--- src/rtl/pdi_regs.vh ---
`ifndef PDI_REGS_VH
`define PDI_REGS_VH
// register addresses, six-bit field of the command byte
`define PDI_ADDR_MODE        6'h09
`define PDI_ADDR_IRQ_MASK    6'h0a
`define PDI_ADDR_STATUS      6'h0b
`define PDI_ADDR_STATUS_RC   6'h0c
`define PDI_ADDR_IPK_THR     6'h20
`define PDI_ADDR_VPK_THR     6'h21
`define PDI_ADDR_IPK_REC     6'h22
`define PDI_ADDR_IPK_REC_RC  6'h23
`define PDI_ADDR_VPK_REC     6'h24
`define PDI_ADDR_VPK_REC_RC  6'h25
`define PDI_ADDR_TEMP        6'h26
// command byte fields
`define PDI_CMD_WRITE_BIT    7
// mode register fields
`define PDI_MODE_TEMP_BIT    5
// status and mask bit positions
`define PDI_ST_TEMP_BIT      5
`define PDI_ST_PKI_BIT       8
`define PDI_ST_PKV_BIT       9
// reset values
`define PDI_MODE_RST         16'h0000
`define PDI_MASK_RST         16'h0000
`define PDI_THR_RST          8'hff
`define PDI_REC_RST          24'h000000
`define PDI_TEMP_RST         8'h00
// temperature result is ready this many master clock periods after
// the triggering zero crossing
`define PDI_TEMP_DELAY_CLK   96
`define PDI_TEMP_DELAY_CYC   7'd96
// modulator sample tick fires when the divider reaches this count, once every four master clocks
`define PDI_MOD_DIV          2'd3
`endif

--- src/rtl/pdi_peak_irq.v ---
// Notes on behaviour
// watch current and voltage peaks together
// voltage over its threshold sets voltage flag
// current over its threshold sets current flag
// thresholds compare against doubled sample magnitude
// peak events reach irq only when enabled
// peak records keep the largest magnitude
// voltage record doubled, current record plain
// clear-on-read aliases zero records after read
// status flags set regardless of enables
// irq low while enabled flag is set
// host reads status with reset, flags clear
// irq high from command end to data end
// events during that read stay pending
// host takes irq on falling edge
// host masks, clears flag, then reads status; the host model never masks, it only clears its flag and reads
// mode bit five starts temperature at crossing
// temperature result lands 96 clocks later
// finished conversion raises irq when enabled
// temperature is signed byte, uncalibrated
// modulators sampled at quarter master clock
// status read restores flags and irq defaults
// crossing level follows sign, both edges trigger
// upper byte of doubled magnitude, strictly greater
// flags set by events, set beats clear
`include "pdi_regs.vh"
`timescale 1ns/100ps
`default_nettype none
module pdi_peak_irq (
   input  wire        core_clk_in,        // master clock, 10 MHz
   input  wire        reset_n_in,         // asynchronous, active low
   input  wire        serial_clk_in,      // host serial clock pin
   input  wire        serial_sel_n_in,    // host chip select, low active
   input  wire        serial_din_in,      // host data into device
   input  wire [23:0] current_sample_in,  // signed filter word, channel 1
   input  wire [23:0] voltage_sample_in,  // signed filter word, channel 2
   input  wire        sample_valid_in,    // one-cycle strobe, both words
   input  wire [7:0]  temp_code_in,       // processed sensor code
   output reg         serial_dout_out,    // data to host
   output reg         serial_dout_oe_out, // high while driving dout
   output reg         irq_n_out,          // open-drain level, always low
   output reg         irq_oe_out,         // high while pulling irq low
   output reg         line_zero_crossing_out, // crossing level
   output reg         temp_route_out,     // sensor routed to channel 1
   output reg         mod_sample_tick_out // one pulse every four clocks
);
   // state codes of the serial engine
   localparam ST_CMD  = 1'b0;
   localparam ST_DATA = 1'b1;
   reg         rst_a_r, rst_n_r;        // reset release chain
   wire [2:0]  pins_s;                  // synchronised serial pins
   reg         sclk_d_r;                // previous synchronised clock
   reg         state_r;                 // serial engine state
   reg  [4:0]  bit_cnt_r;               // bits seen in this phase
   reg  [4:0]  data_bits_r;             // bits in the data phase
   reg  [7:0]  cmd_r;                   // command byte being shifted
   reg  [23:0] in_sh_r;                 // write data being shifted
   reg  [23:0] out_sh_r;                // read data being shifted
   reg         status_hold_r;           // irq released during status-with-reset read
   reg  [15:0] status_snap_r;           // flags reported by the read
   reg  [15:0] mode_r;                  // operating mode
   reg  [15:0] irq_mask_r;              // interrupt enable mask
   reg  [15:0] status_r;                // interrupt status flags
   reg  [7:0]  vpk_thr_r;               // voltage peak threshold
   reg  [7:0]  ipk_thr_r;               // current peak threshold
   reg  [23:0] ipk_rec_r;               // current peak record
   reg  [23:0] vpk_rec_r;               // voltage peak record
   reg  [7:0]  temp_r;                  // die temperature result
   reg         temp_busy_r;             // conversion running
   reg  [6:0]  temp_cnt_r;              // cycles left in conversion
   reg  [1:0]  mod_div_r;               // quarter-rate divider
   reg         ev_temp;                 // conversion done this cycle

   wire sclk_s  = pins_s[0];
   wire sel_s   = ~pins_s[1];           // selected, active high
   wire din_s   = pins_s[2];
   wire sclk_rise = sclk_s & ~sclk_d_r;
   wire sclk_fall = ~sclk_s & sclk_d_r;
   // magnitude of a signed word
   function [23:0] abs24;
      input [23:0] s;
      begin
         abs24 = s[23] ? (~s + 24'h000001) : s;
      end
   endfunction
   // doubled magnitude, saturating at the top of 24 bits
   function [23:0] dbl24;
      input [23:0] m;
      begin
         dbl24 = m[23] ? 24'hffffff : {m[22:0], 1'b0};
      end
   endfunction
   // number of data bits carried by a register address
   function [4:0] reg_bits;
      input [5:0] a;
      begin
         case (a)
            `PDI_ADDR_MODE, `PDI_ADDR_IRQ_MASK, `PDI_ADDR_STATUS,
            `PDI_ADDR_STATUS_RC:
               reg_bits = 5'd16;
            `PDI_ADDR_IPK_REC, `PDI_ADDR_IPK_REC_RC, `PDI_ADDR_VPK_REC,
            `PDI_ADDR_VPK_REC_RC:
               reg_bits = 5'd24;
            default:
               reg_bits = 5'd8;
         endcase
      end
   endfunction
   // read value, left justified so its top bit leaves first
   function [23:0] rd_value;
      input [5:0] a;
      begin
         case (a)
            `PDI_ADDR_MODE:       rd_value = {mode_r, 8'h00};
            `PDI_ADDR_IRQ_MASK:   rd_value = {irq_mask_r, 8'h00};
            `PDI_ADDR_STATUS,
            `PDI_ADDR_STATUS_RC:  rd_value = {status_r, 8'h00};
            `PDI_ADDR_IPK_THR:    rd_value = {ipk_thr_r, 16'h0000};
            `PDI_ADDR_VPK_THR:    rd_value = {vpk_thr_r, 16'h0000};
            `PDI_ADDR_IPK_REC,
            `PDI_ADDR_IPK_REC_RC: rd_value = ipk_rec_r;
            `PDI_ADDR_VPK_REC,
            `PDI_ADDR_VPK_REC_RC: rd_value = vpk_rec_r;
            `PDI_ADDR_TEMP:       rd_value = {temp_r, 16'h0000};
            default:              rd_value = 24'h000000;
         endcase
      end
   endfunction
   // magnitudes and comparisons on the incoming words
   wire [23:0] imag = abs24(current_sample_in);
   wire [23:0] vmag = abs24(voltage_sample_in);
   wire [23:0] idbl = dbl24(imag);
   wire [23:0] vdbl = dbl24(vmag);
   wire ev_pki = sample_valid_in & (idbl[23:16] > ipk_thr_r);
   wire ev_pkv = sample_valid_in & (vdbl[23:16] > vpk_thr_r);
   wire zx_now = ~voltage_sample_in[23];       // positive half high
   wire zx_edge = sample_valid_in & (zx_now != line_zero_crossing_out);
   // transfer-level decodes, void once select has dropped
   wire       is_write  = cmd_r[`PDI_CMD_WRITE_BIT];
   wire [5:0] addr      = cmd_r[5:0];
   wire       data_done = sel_s & (state_r == ST_DATA) & sclk_fall &
                          (bit_cnt_r == data_bits_r - 5'd1);
   wire       rd_done   = data_done & ~is_write;
   wire [23:0] wr_word  = {in_sh_r[22:0], din_s};

   // event vector, one bit per flag; conversion ends on the last count
   reg [15:0] ev_vec;
   always @* begin
      ev_temp = temp_busy_r & (temp_cnt_r == 7'd1);
      ev_vec = 16'h0000;
      ev_vec[`PDI_ST_PKI_BIT]  = ev_pki;
      ev_vec[`PDI_ST_PKV_BIT]  = ev_pkv;
      ev_vec[`PDI_ST_TEMP_BIT] = ev_temp;
   end

   // reset release: asynchronous entry, two-flop exit
   always @(posedge core_clk_in or negedge reset_n_in) begin
      if (!reset_n_in) begin
         rst_a_r <= 1'b0;
         rst_n_r <= 1'b0;
      end else begin
         rst_a_r <= 1'b1;
         rst_n_r <= rst_a_r;
      end
   end

   // serial pins cross into the clock domain, select resets idle high
   pdi_sync2 #(.W(3), .RST(3'b010)) u_sync (
      .clk_in   (core_clk_in),
      .rst_n_in (rst_n_r),
      .async_in ({serial_din_in, serial_sel_n_in, serial_clk_in}),
      .sync_out (pins_s)
   );

   // serial engine: data in on falling edges, out on rising edges
   always @(posedge core_clk_in or negedge rst_n_r) begin
      if (!rst_n_r) begin
         sclk_d_r        <= 1'b0;
         state_r         <= ST_CMD;
         bit_cnt_r       <= 5'd0;
         data_bits_r     <= 5'd8;
         cmd_r           <= 8'h00;
         in_sh_r         <= 24'h000000;
         out_sh_r        <= 24'h000000;
         status_hold_r   <= 1'b0;
         status_snap_r   <= 16'h0000;
         serial_dout_out <= 1'b0;
         serial_dout_oe_out <= 1'b0;
      end else begin
         sclk_d_r <= sclk_s;
         serial_dout_oe_out <= sel_s;
         if (!sel_s) begin
            // deselect aborts any transfer and frees irq
            state_r       <= ST_CMD;
            bit_cnt_r     <= 5'd0;
            status_hold_r <= 1'b0;
         end else begin
            case (state_r)
               ST_CMD: begin
                  if (sclk_fall) begin
                     cmd_r     <= {cmd_r[6:0], din_s};
                     bit_cnt_r <= bit_cnt_r + 5'd1;
                     if (bit_cnt_r == 5'd7) begin
                        state_r     <= ST_DATA;
                        bit_cnt_r   <= 5'd0;
                        data_bits_r <= reg_bits({cmd_r[4:0], din_s});
                        out_sh_r    <= rd_value({cmd_r[4:0], din_s});
                        // release irq on last fall of command byte
                        if (!cmd_r[6] &&
                            {cmd_r[4:0], din_s} == `PDI_ADDR_STATUS_RC) begin
                           status_hold_r <= 1'b1;
                           status_snap_r <= status_r;
                        end
                     end
                  end
               end
               ST_DATA: begin
                  if (sclk_rise && !is_write) begin
                     serial_dout_out <= out_sh_r[23];
                     out_sh_r        <= {out_sh_r[22:0], 1'b0};
                  end
                  if (sclk_fall) begin
                     in_sh_r   <= wr_word;
                     bit_cnt_r <= bit_cnt_r + 5'd1;
                     if (data_done) begin
                        // irq may fall again once data is out
                        state_r       <= ST_CMD;
                        bit_cnt_r     <= 5'd0;
                        status_hold_r <= 1'b0;
                     end
                  end
               end
               default: begin
                  state_r   <= ST_CMD;
                  bit_cnt_r <= 5'd0;
               end
            endcase
         end
      end
   end

   // control registers written by the host
   always @(posedge core_clk_in or negedge rst_n_r) begin
      if (!rst_n_r) begin
         mode_r     <= `PDI_MODE_RST;
         irq_mask_r <= `PDI_MASK_RST;
         vpk_thr_r  <= `PDI_THR_RST;
         ipk_thr_r  <= `PDI_THR_RST;
      end else begin
         if (data_done && is_write) begin
            case (addr)
               `PDI_ADDR_MODE:     mode_r     <= wr_word[15:0];
               `PDI_ADDR_IRQ_MASK: irq_mask_r <= wr_word[15:0];
               `PDI_ADDR_VPK_THR:  vpk_thr_r  <= wr_word[7:0];
               `PDI_ADDR_IPK_THR:  ipk_thr_r  <= wr_word[7:0];
               default: ;
            endcase
         end
         // mode bit five is consumed by the crossing that starts it
         if (zx_edge && mode_r[`PDI_MODE_TEMP_BIT] && !temp_busy_r)
            mode_r[`PDI_MODE_TEMP_BIT] <= 1'b0;
      end
   end

   // status flags: events set, status-with-reset read clears
   always @(posedge core_clk_in or negedge rst_n_r) begin
      if (!rst_n_r) begin
         status_r <= 16'h0000;
      end else if (rd_done && addr == `PDI_ADDR_STATUS_RC) begin
         status_r <= (status_r & ~status_snap_r) | ev_vec;
      end else begin
         status_r <= status_r | ev_vec;
      end
   end

   // open-drain irq: pull low on any enabled flag outside a status-with-reset read
   always @(posedge core_clk_in or negedge rst_n_r) begin
      if (!rst_n_r) begin
         irq_n_out  <= 1'b0;
         irq_oe_out <= 1'b0;
      end else begin
         irq_n_out  <= 1'b0;
         irq_oe_out <= (|(status_r & irq_mask_r)) & ~status_hold_r;
      end
   end

   // peak records track the largest magnitude, cleared by alias reads
   always @(posedge core_clk_in or negedge rst_n_r) begin
      if (!rst_n_r) begin
         ipk_rec_r <= `PDI_REC_RST;
         vpk_rec_r <= `PDI_REC_RST;
      end else begin
         if (sample_valid_in && imag > ipk_rec_r)
            ipk_rec_r <= imag;
         else if (rd_done && addr == `PDI_ADDR_IPK_REC_RC)
            ipk_rec_r <= `PDI_REC_RST;
         if (sample_valid_in && vdbl > vpk_rec_r)
            vpk_rec_r <= vdbl;
         else if (rd_done && addr == `PDI_ADDR_VPK_REC_RC)
            vpk_rec_r <= `PDI_REC_RST;
      end
   end

   // crossing level and temperature conversion sequence
   always @(posedge core_clk_in or negedge rst_n_r) begin
      if (!rst_n_r) begin
         line_zero_crossing_out <= 1'b0;
         temp_busy_r    <= 1'b0;
         temp_cnt_r     <= 7'd0;
         temp_route_out <= 1'b0;
         temp_r         <= `PDI_TEMP_RST;
      end else begin
         if (sample_valid_in)
            line_zero_crossing_out <= zx_now;
         if (zx_edge && mode_r[`PDI_MODE_TEMP_BIT] && !temp_busy_r) begin
            temp_busy_r    <= 1'b1;
            temp_route_out <= 1'b1;
            temp_cnt_r     <= `PDI_TEMP_DELAY_CYC;
         end else if (temp_busy_r) begin
            temp_cnt_r <= temp_cnt_r - 7'd1;
            if (ev_temp) begin
               temp_busy_r    <= 1'b0;
               temp_route_out <= 1'b0;
               temp_r         <= temp_code_in;
            end
         end
      end
   end

   // modulator sampling tick at a quarter of the master clock
   always @(posedge core_clk_in or negedge rst_n_r) begin
      if (!rst_n_r) begin
         mod_div_r           <= 2'd0;
         mod_sample_tick_out <= 1'b0;
      end else begin
         mod_div_r           <= mod_div_r + 2'd1;
         mod_sample_tick_out <= (mod_div_r == `PDI_MOD_DIV);
      end
   end
endmodule
`default_nettype wire

--- src/rtl/pdi_sync2.v ---
`timescale 1ns/100ps
`default_nettype none
// two-flop synchroniser for a group of asynchronous levels
module pdi_sync2 #(
   parameter         W   = 3,
   parameter [W-1:0] RST = {W{1'b0}}  // idle level of each pin
) (
   input  wire         clk_in,
   input  wire         rst_n_in,
   input  wire [W-1:0] async_in,
   output wire [W-1:0] sync_out
);
   genvar i;
   generate
      for (i = 0; i < W; i = i + 1) begin : g_bit
         reg meta_r;  // first stage, read only by the second
         reg sync_r;  // second stage, safe to use
         // both stages take the pin's idle level under reset, so no
         // false edge or false select follows the release
         always @(posedge clk_in or negedge rst_n_in) begin
            if (!rst_n_in) begin
               meta_r <= RST[i];
               sync_r <= RST[i];
            end else begin
               meta_r <= async_in[i];
               sync_r <= meta_r;
            end
         end
         assign sync_out[i] = sync_r;
      end
   endgenerate
endmodule
`default_nettype wire

--- config.mk ---
export PLATFORM = sky130hd
export DESIGN_NAME = pdi_peak_irq
export DESIGN_NICKNAME = d
export VERILOG_FILES = /design/src/rtl/pdi_peak_irq.v /design/src/rtl/pdi_sync2.v
export VERILOG_INCLUDE_DIRS = /design/src /design/src/rtl
export SDC_FILE = /design/constraint.sdc
export NUM_CORES = 1
export LEC_CHECK = 0
export ABC_AREA = 1
export ABC_CLOCK_PERIOD_IN_PS = 8600
export BUFFER_PORTS_ARGS = -buffer_cell sky130_fd_sc_hd__buf_2
export CAP_MARGIN = 20
export CORE_MARGIN = 2
export CORE_UTILIZATION = 62
export DETAILED_ROUTE_END_ITERATION = 8
export GPL_ROUTABILITY_DRIVEN = 1
export GPL_TIMING_DRIVEN = 0
export PLACE_DENSITY = 0.81
export SETUP_SLACK_MARGIN = 0.15
export SLEW_MARGIN = 20
export SYNTH_ARGS = -nofsm -noshare
export SYNTH_HDL_FRONTEND = slang
export SYNTH_SLANG_ARGS = --single-unit
--- constraint.sdc ---
create_clock -name core_clk_in -period 8.6 [get_ports core_clk_in]
set_input_delay 0 -clock core_clk_in [delete_from_list [all_inputs] [get_ports core_clk_in]]
set_output_delay 0 -clock core_clk_in [all_outputs]
set_load 0.03 [all_outputs]
Yosys cells after proc, flatten, opt, wreduce, memory -nomap -nowiden
Cells that the tools add are included.
{ "classes": {"addsub": 6, "bitwise": 26, "mux": 45, "n_eq_ne": 31, "reduce_logical": 40, "magnitude_cmp": 4} }
{ "op_table": {"columns": ["op", "n"], "rows": [
  ["two-way mux 24 bit", 11],
  ["case mux 24 bit (8 select lines)", 1],
  ["equality test 6 bit, second input constant", 11],
  ["adder 24 x 1 -> 24 bit, second input constant", 2],
  ["greater-than comparator 24 bit", 2],
  ["NOT 24 bit", 2],
  ["case mux 24 bit (2 select lines)", 1],
  ["equality test 6 x 4 -> 1 bit, second input constant", 7],
  ["bitwise AND 16 bit", 2],
  ["bitwise OR 16 x 10 -> 16 bit", 2],
  ["two-way mux 5 bit", 5],
  ["case mux 5 bit (2 select lines)", 2],
  ["two-way mux 1 bit", 18],
  ["greater-than comparator 8 bit", 2],
  ["two-way mux 16 bit", 1],
  ["NOT 16 bit", 1],
  ["OR reduction 16 bit", 1],
  ["two-way mux 7 bit", 2],
  ["AND reduction 2 bit", 7],
  ["two-way mux 6 bit", 2],
  ["AND reduction 3 bit", 4],
  ["nonzero test 2 bit", 6],
  ["bitwise AND 1 bit", 11],
  ["logical AND 1 bit", 10],
  ["20 further kinds", 39]
]} }
{ "totals": {"in_bits": 62, "ff_bits": 220, "out_inout_bits": 7, "wordCells": 187} }

Longest topological paths before layout
{ "depth": {"word_depth": 8, "mapped_depth": 21, "mapped_depth_nobuf": 20} }

By module
Synthesis repeated with hierarchy kept, for this count alone.
{ "unflattened": {"cells_unflattened": 1695, "hier_area_um2": 12995.0} }
{ "modules_own_cells": {"columns": ["mod", "cells_each", "n_inst", "seq_area_each_um2", "area_per_inst_um2"], "rows": [
  ["pdi_peak_irq", 1686, 1, 5301.3, 12819.8],
  ["pdi_sync2", 9, 1, 152.6, 175.2]
]} }

Worst setup path after synthesis
OpenSTA, ideal clock, no wires.
{ "synth_path": {"path_type": "input-to-reg", "from": "in voltage_sample_in[0]", "to": "reg vpk_rec_r[10]", "required_ns": 8.535, "t_arrival_ns": 2.226, "path_buffers": 1, "stages": 21, "setup_time_ns": 0.065, "slack_ns": 6.309, "cell_sequence": "inv_1 > ha_1 > nand2_1 > nor2_1 > nand3_1 > nand2_1 > nand2_1 > nand2_1 > nand3_1 > ha_1 > nand2_1 > nor2_1 > nand4_1 > inv_1 > nand2_1 > nand2_1 > inv_2 > nand2_1 > buf_2 > nand3_1 > nand2_1"} }
{ "synth_between": {"elab_chain_cells": 7, "elab_cells_between_ends": 8, "classes_between": "add/sub (1); order compare (1); mux (3); bitwise (1); reduce/logical (2)"} }
{ "synth_lines": {"columns": ["item", "line_no", "source"], "rows": [
  ["from (decl)", "pdi_peak_irq.v:36", "input wire [23:0] voltage_sample_in,"],
  ["NOT 24 bit", "pdi_peak_irq.v:83", "abs24 = s[23] ? (~s + 24'h000001) : s;"],
  ["adder 24 x 1 -> 24 bit", "pdi_peak_irq.v:83", null],
  ["two-way mux 24 bit (*)", "pdi_peak_irq.v:83", null],
  ["two-way mux 24 bit (*)", "pdi_peak_irq.v:90", "dbl24 = m[23] ? 24'hffffff : {m[22:0], 1'b0};"],
  ["greater-than comparator 24 bit", "pdi_peak_irq.v:297", "if (sample_valid_in && vdbl > vpk_rec_r)"],
  ["logical AND 1 bit", "pdi_peak_irq.v:297", null],
  ["two-way mux 24 bit or nonzero test 2 bit (tied branches)", null, null],
  ["to (signal assigned)", "pdi_peak_irq.v:291", "vpk_rec_r <= `PDI_REC_RST;"],
  ["to (signal assigned)", "pdi_peak_irq.v:298", "vpk_rec_r <= vdbl;"],
  ["to (signal assigned)", "pdi_peak_irq.v:300", "vpk_rec_r <= `PDI_REC_RST;"],
  ["to (decl)", "pdi_peak_irq.v:67", "reg [23:0] vpk_rec_r;"]
]} }
Mark *: on every way between the ends. The rest lies on a longest branch, timed or not.
A chain may end at the register's enable or synchronous reset.

Worst setup path after layout
{ "layout_path": {"from": "in voltage_sample_in[0]", "to": "reg vpk_rec_r[15]"} }
Same word-level chain as after synthesis.

==> results_dict.tcl <==
set metrics [dict create \
    required_ns 9.06 \
    viasPerCell 5.65 \
    placed_cells 2066 \
    synthArstFlopShare 1.00 \
    critPathKind "primary input to flip-flop" \
    grt_pass1_wl_um 57200 \
    core_area_sq_mm 0.0203 \
    yosys.area_share.simple 0.295 \
    grt_pass1_vias 11724 \
    io_buffers 66 \
    drv_slew 0 \
    antenna_found_initial 0 \
    hp-class "primary input to flip-flop" \
    cp_slowest_cell "dlygate4sd3_1" \
    antenna_left 0 \
    fmax_ghz 0.307 \
    synthMuxAreaShare 0.00350 \
    synth-edff-count 0 \
    clock_skew_ns 0.0315 \
    cts_tree "built" \
    die_w_um 148 \
    synth_top_family_by_area "simple AND/OR/NAND/NOR gates" \
    synthAdderAreaFrac 0.0681 \
    tightest_slew_ns 0.551 \
    grtUsageTotal 0.324 \
    synth-seq-cells 217 \
    cp.arrival_ns 3.72 \
    setup_viol 0 \
    crit_chain "dlygate4sd3_1 -> buf_2 -> inv_1 -> ha_1 -> nand2_1 -> nor2_1 -> nand3_1 -> nand2_1 -> nand2_1 -> nand2_1 -> nand3_1 -> ha_1 -> nand2_1 -> nor2_1 -> nand4_1 -> inv_1 -> nand2_1 -> nand2_1 -> inv_2 -> nand2_1 -> buf_2 -> nand3_1 -> nand2_1" \
    synth_compound_area_frac 0.112 \
    p_per_area_mw_per_mm2 218 \
    finalPower_mw 3.28 \
    mappedNetlistNets 1858 \
    rsz0062_at_grt "no" \
    crit_family "simple AND/OR/NAND/NOR gates" \
    synth_ff_type "dfrtp_1" \
    avgSynthCellArea_sq_um 7.45 \
    diodes 0 \
    syn-cell-area_sq_mm 0.0129 \
    mostFrequentLayoutCells "nand2_1 (526), dfrtp_1 (197), inv_1 (176), nor2_1 (140), nand3_1 (133)" \
    wl_per_cell_um 16.1 \
    cts_buffer_depth 3 \
    cts.sinks 217 \
    hold_ws_ns 0.0587 \
    final.setup.tns_ns 0 \
    clk_transition_reported_paths_ns 0.06 \
    grt_overflow 0 \
    worstPathMaxFanout 10 \
    start_util 0.634 \
    period_minus_slack_ns 3.26 \
    grt_max_degree 56 \
    first_pass_iters 5 \
    ys_seq_area_frac 0.424 \
    drive_gt1_frac 0.120 \
    routabilityCongestion 0.962 \
    final_hold_viol_count 0 \
    final_common_cell "nand2_1" \
    die_h_um 148 \
    clock-root-buffer "clkbuf_16" \
    fin_nets 2012 \
    run_status "finished, final reports clean" \
    wirelength_um 34900 \
    cpMostUsedCell "nand2_1" \
    syn_inst 1726 \
    post-place-ws_ns 5.45 \
    synthXorXnorAreaFrac 0.0163 \
    drc 0 \
    slew_headroom 0.632 \
    max_cap_violations 0 \
    die_area_sq_mm 0.0219 \
    critPathLaunchType "primary input" \
    vias 12253 \
    postCtsSetupBuffers 0 \
    synth_cell_type_count 47 \
    synth-warning-count 0 \
    dp_hpwl_um 25700 \
    areaGrowthSynthToFinish_pct 17.1 \
    cts-buffers-inserted 24 \
    finalCritPeriodShare 0.379 \
    drtIter0Drc 1347 \
    fp-row-count 52 \
    final_cells 2168 \
    clk_latency_ns 0.55 \
    io_pins 69 \
    cpPeakStageDelay_ns 0.53 \
    cts.htree.levels 1 \
    endpoint_kind "flip-flop" \
    cellLeakagePower_nw 7.38 \
    ir_drop_v 0.000159 \
    crit_buf_inv 6 \
    setup_slack_ns 5.34 \
]
==> logic make-up after synthesis <==
group / Yosys count
simple gates: 881
compound gates: 274
buf+inv: 254
flops: 217
fa+ha+maj: 70
xor+xnor: 24
mux: 4
other cells: 2
==> final timing paths <==
| kind | from | endpoint | slack (ns) | cells past startpoint |
|---|---|---|---|---|
| setup / recovery | voltage_sample_in[0] | vpk_rec_r[15] | 5.34 | 23 |
| hold / removal | voltage_sample_in[2] | vpk_rec_r[3] | 0.06 | 6 |
| setup reg to reg | bit_cnt_r[0] | status_snap_r[11] | 6.41 | 10 |
| hold reg to reg | rst_n_r | in_sh_r[14] | 0.23 | 0 |
| max in group asynchronous | rst_n_r | vpk_thr_r[4] | 7.44 | 2 |
| min in group asynchronous | rst_n_r | in_sh_r[14] | 0.23 | 0 |
==> sequential cells by signal (all words and copies together), names as in the netlist, 2 cells and up <==
name and count:
status_r 16, vpk_rec_r 24, mod_div_r 2, in_sh_r 15, cmd_r 8, temp_r 8, irq_mask_r 16, mode_r 16
u_sync.g_bit.sync_r 3, bit_cnt_r 5, u_sync.g_bit.meta_r 3, status_snap_r 16, ipk_rec_r 24, ipk_thr_r 8, temp_cnt_r 7, out_sh_r 24
vpk_thr_r 8, data_bits_r 2
==> cells in the mapped netlist, types with 3 or more instances <==
master / number / share of area
or2_2: 4 / 0.0019
dfrtp_1: 198 / 0.39
inv_2: 17 / 0.0050
ha_1: 70 / 0.068
nand4_1: 22 / 0.011
o21ai_0: 68 / 0.026
nor2_4: 6 / 0.0053
xor2_1: 19 / 0.013
nor2_2: 9 / 0.0044
a31oi_1: 3 / 0.0015
mux2_1: 3 / 0.0026
o22ai_1: 8 / 0.0039
nand2_2: 5 / 0.0024
buf_2: 32 / 0.012
nand2_1: 526 / 0.15
dfstp_2: 19 / 0.039
buf_4: 8 / 0.0047
o21ai_1: 81 / 0.032
a21o_1: 4 / 0.0023
nor2_1: 140 / 0.041
inv_1: 176 / 0.051
xnor2_1: 5 / 0.0034
nand3_1: 133 / 0.052
nand4_2: 4 / 0.0039
nor3_1: 15 / 0.0058
nand3b_1: 7 / 0.0041
o211ai_1: 4 / 0.0023
buf_1: 5 / 0.0015
a21oi_1: 98 / 0.038
clkbuf_1: 13 / 0.0038
==> report_power, final <==
group          switching [mW]  internal [mW]
Sequential              0.112           1.18
Combinational           0.580          0.329
Clock                   0.433          0.647
Total                    1.12           2.15
==> tightest hold or removal path: stages <==
cell and delay [ns]:
buf_2 0.11, inv_1 0.09, xor2_1 0.08, nand2_1 0.12
nand2_1 0.08, nand2_1 0.07
==> routing by layer <==
layer  part of all wire  wire, um  GRT usage  vias to the layer above
li1                   -         -          -                     5886
met4              0.039      1360      0.125                        0
met5                  0         0          0                        -
met2               0.45     15900      0.516                      527
met3              0.081      2820     0.0546                      112
met1               0.43     14900      0.447                     5728
==> per-stage QoR <==
stage                util  cell area (sq um)
floorplan               -              12900
global placement    0.667              13500
detailed placement  0.672              13600
CTS                 0.742              15100
global route        0.742              15100
finish              0.742              15100
==> layout make-up <==
type                            count  area [sq um]
Buffer                             60           310
Clock buffer                       36           726
Clock inverter                      8           121
Fill cell                        1545          5230
Inverter                          194           731
Multi-Input combinational cell   1255          6370
Sequential cell                   217          5460
Tap cell                          270           338
Timing Repair Buffer              128          1010
==> timing repair <==
action | 4_1_cts | 5_1_grt
endpoints found under the hold margin | 61 | 0
resized for setup | 0 | 0
hold buffers | 58 | 0
Note: power is estimated with default switching activity, not from simulation.
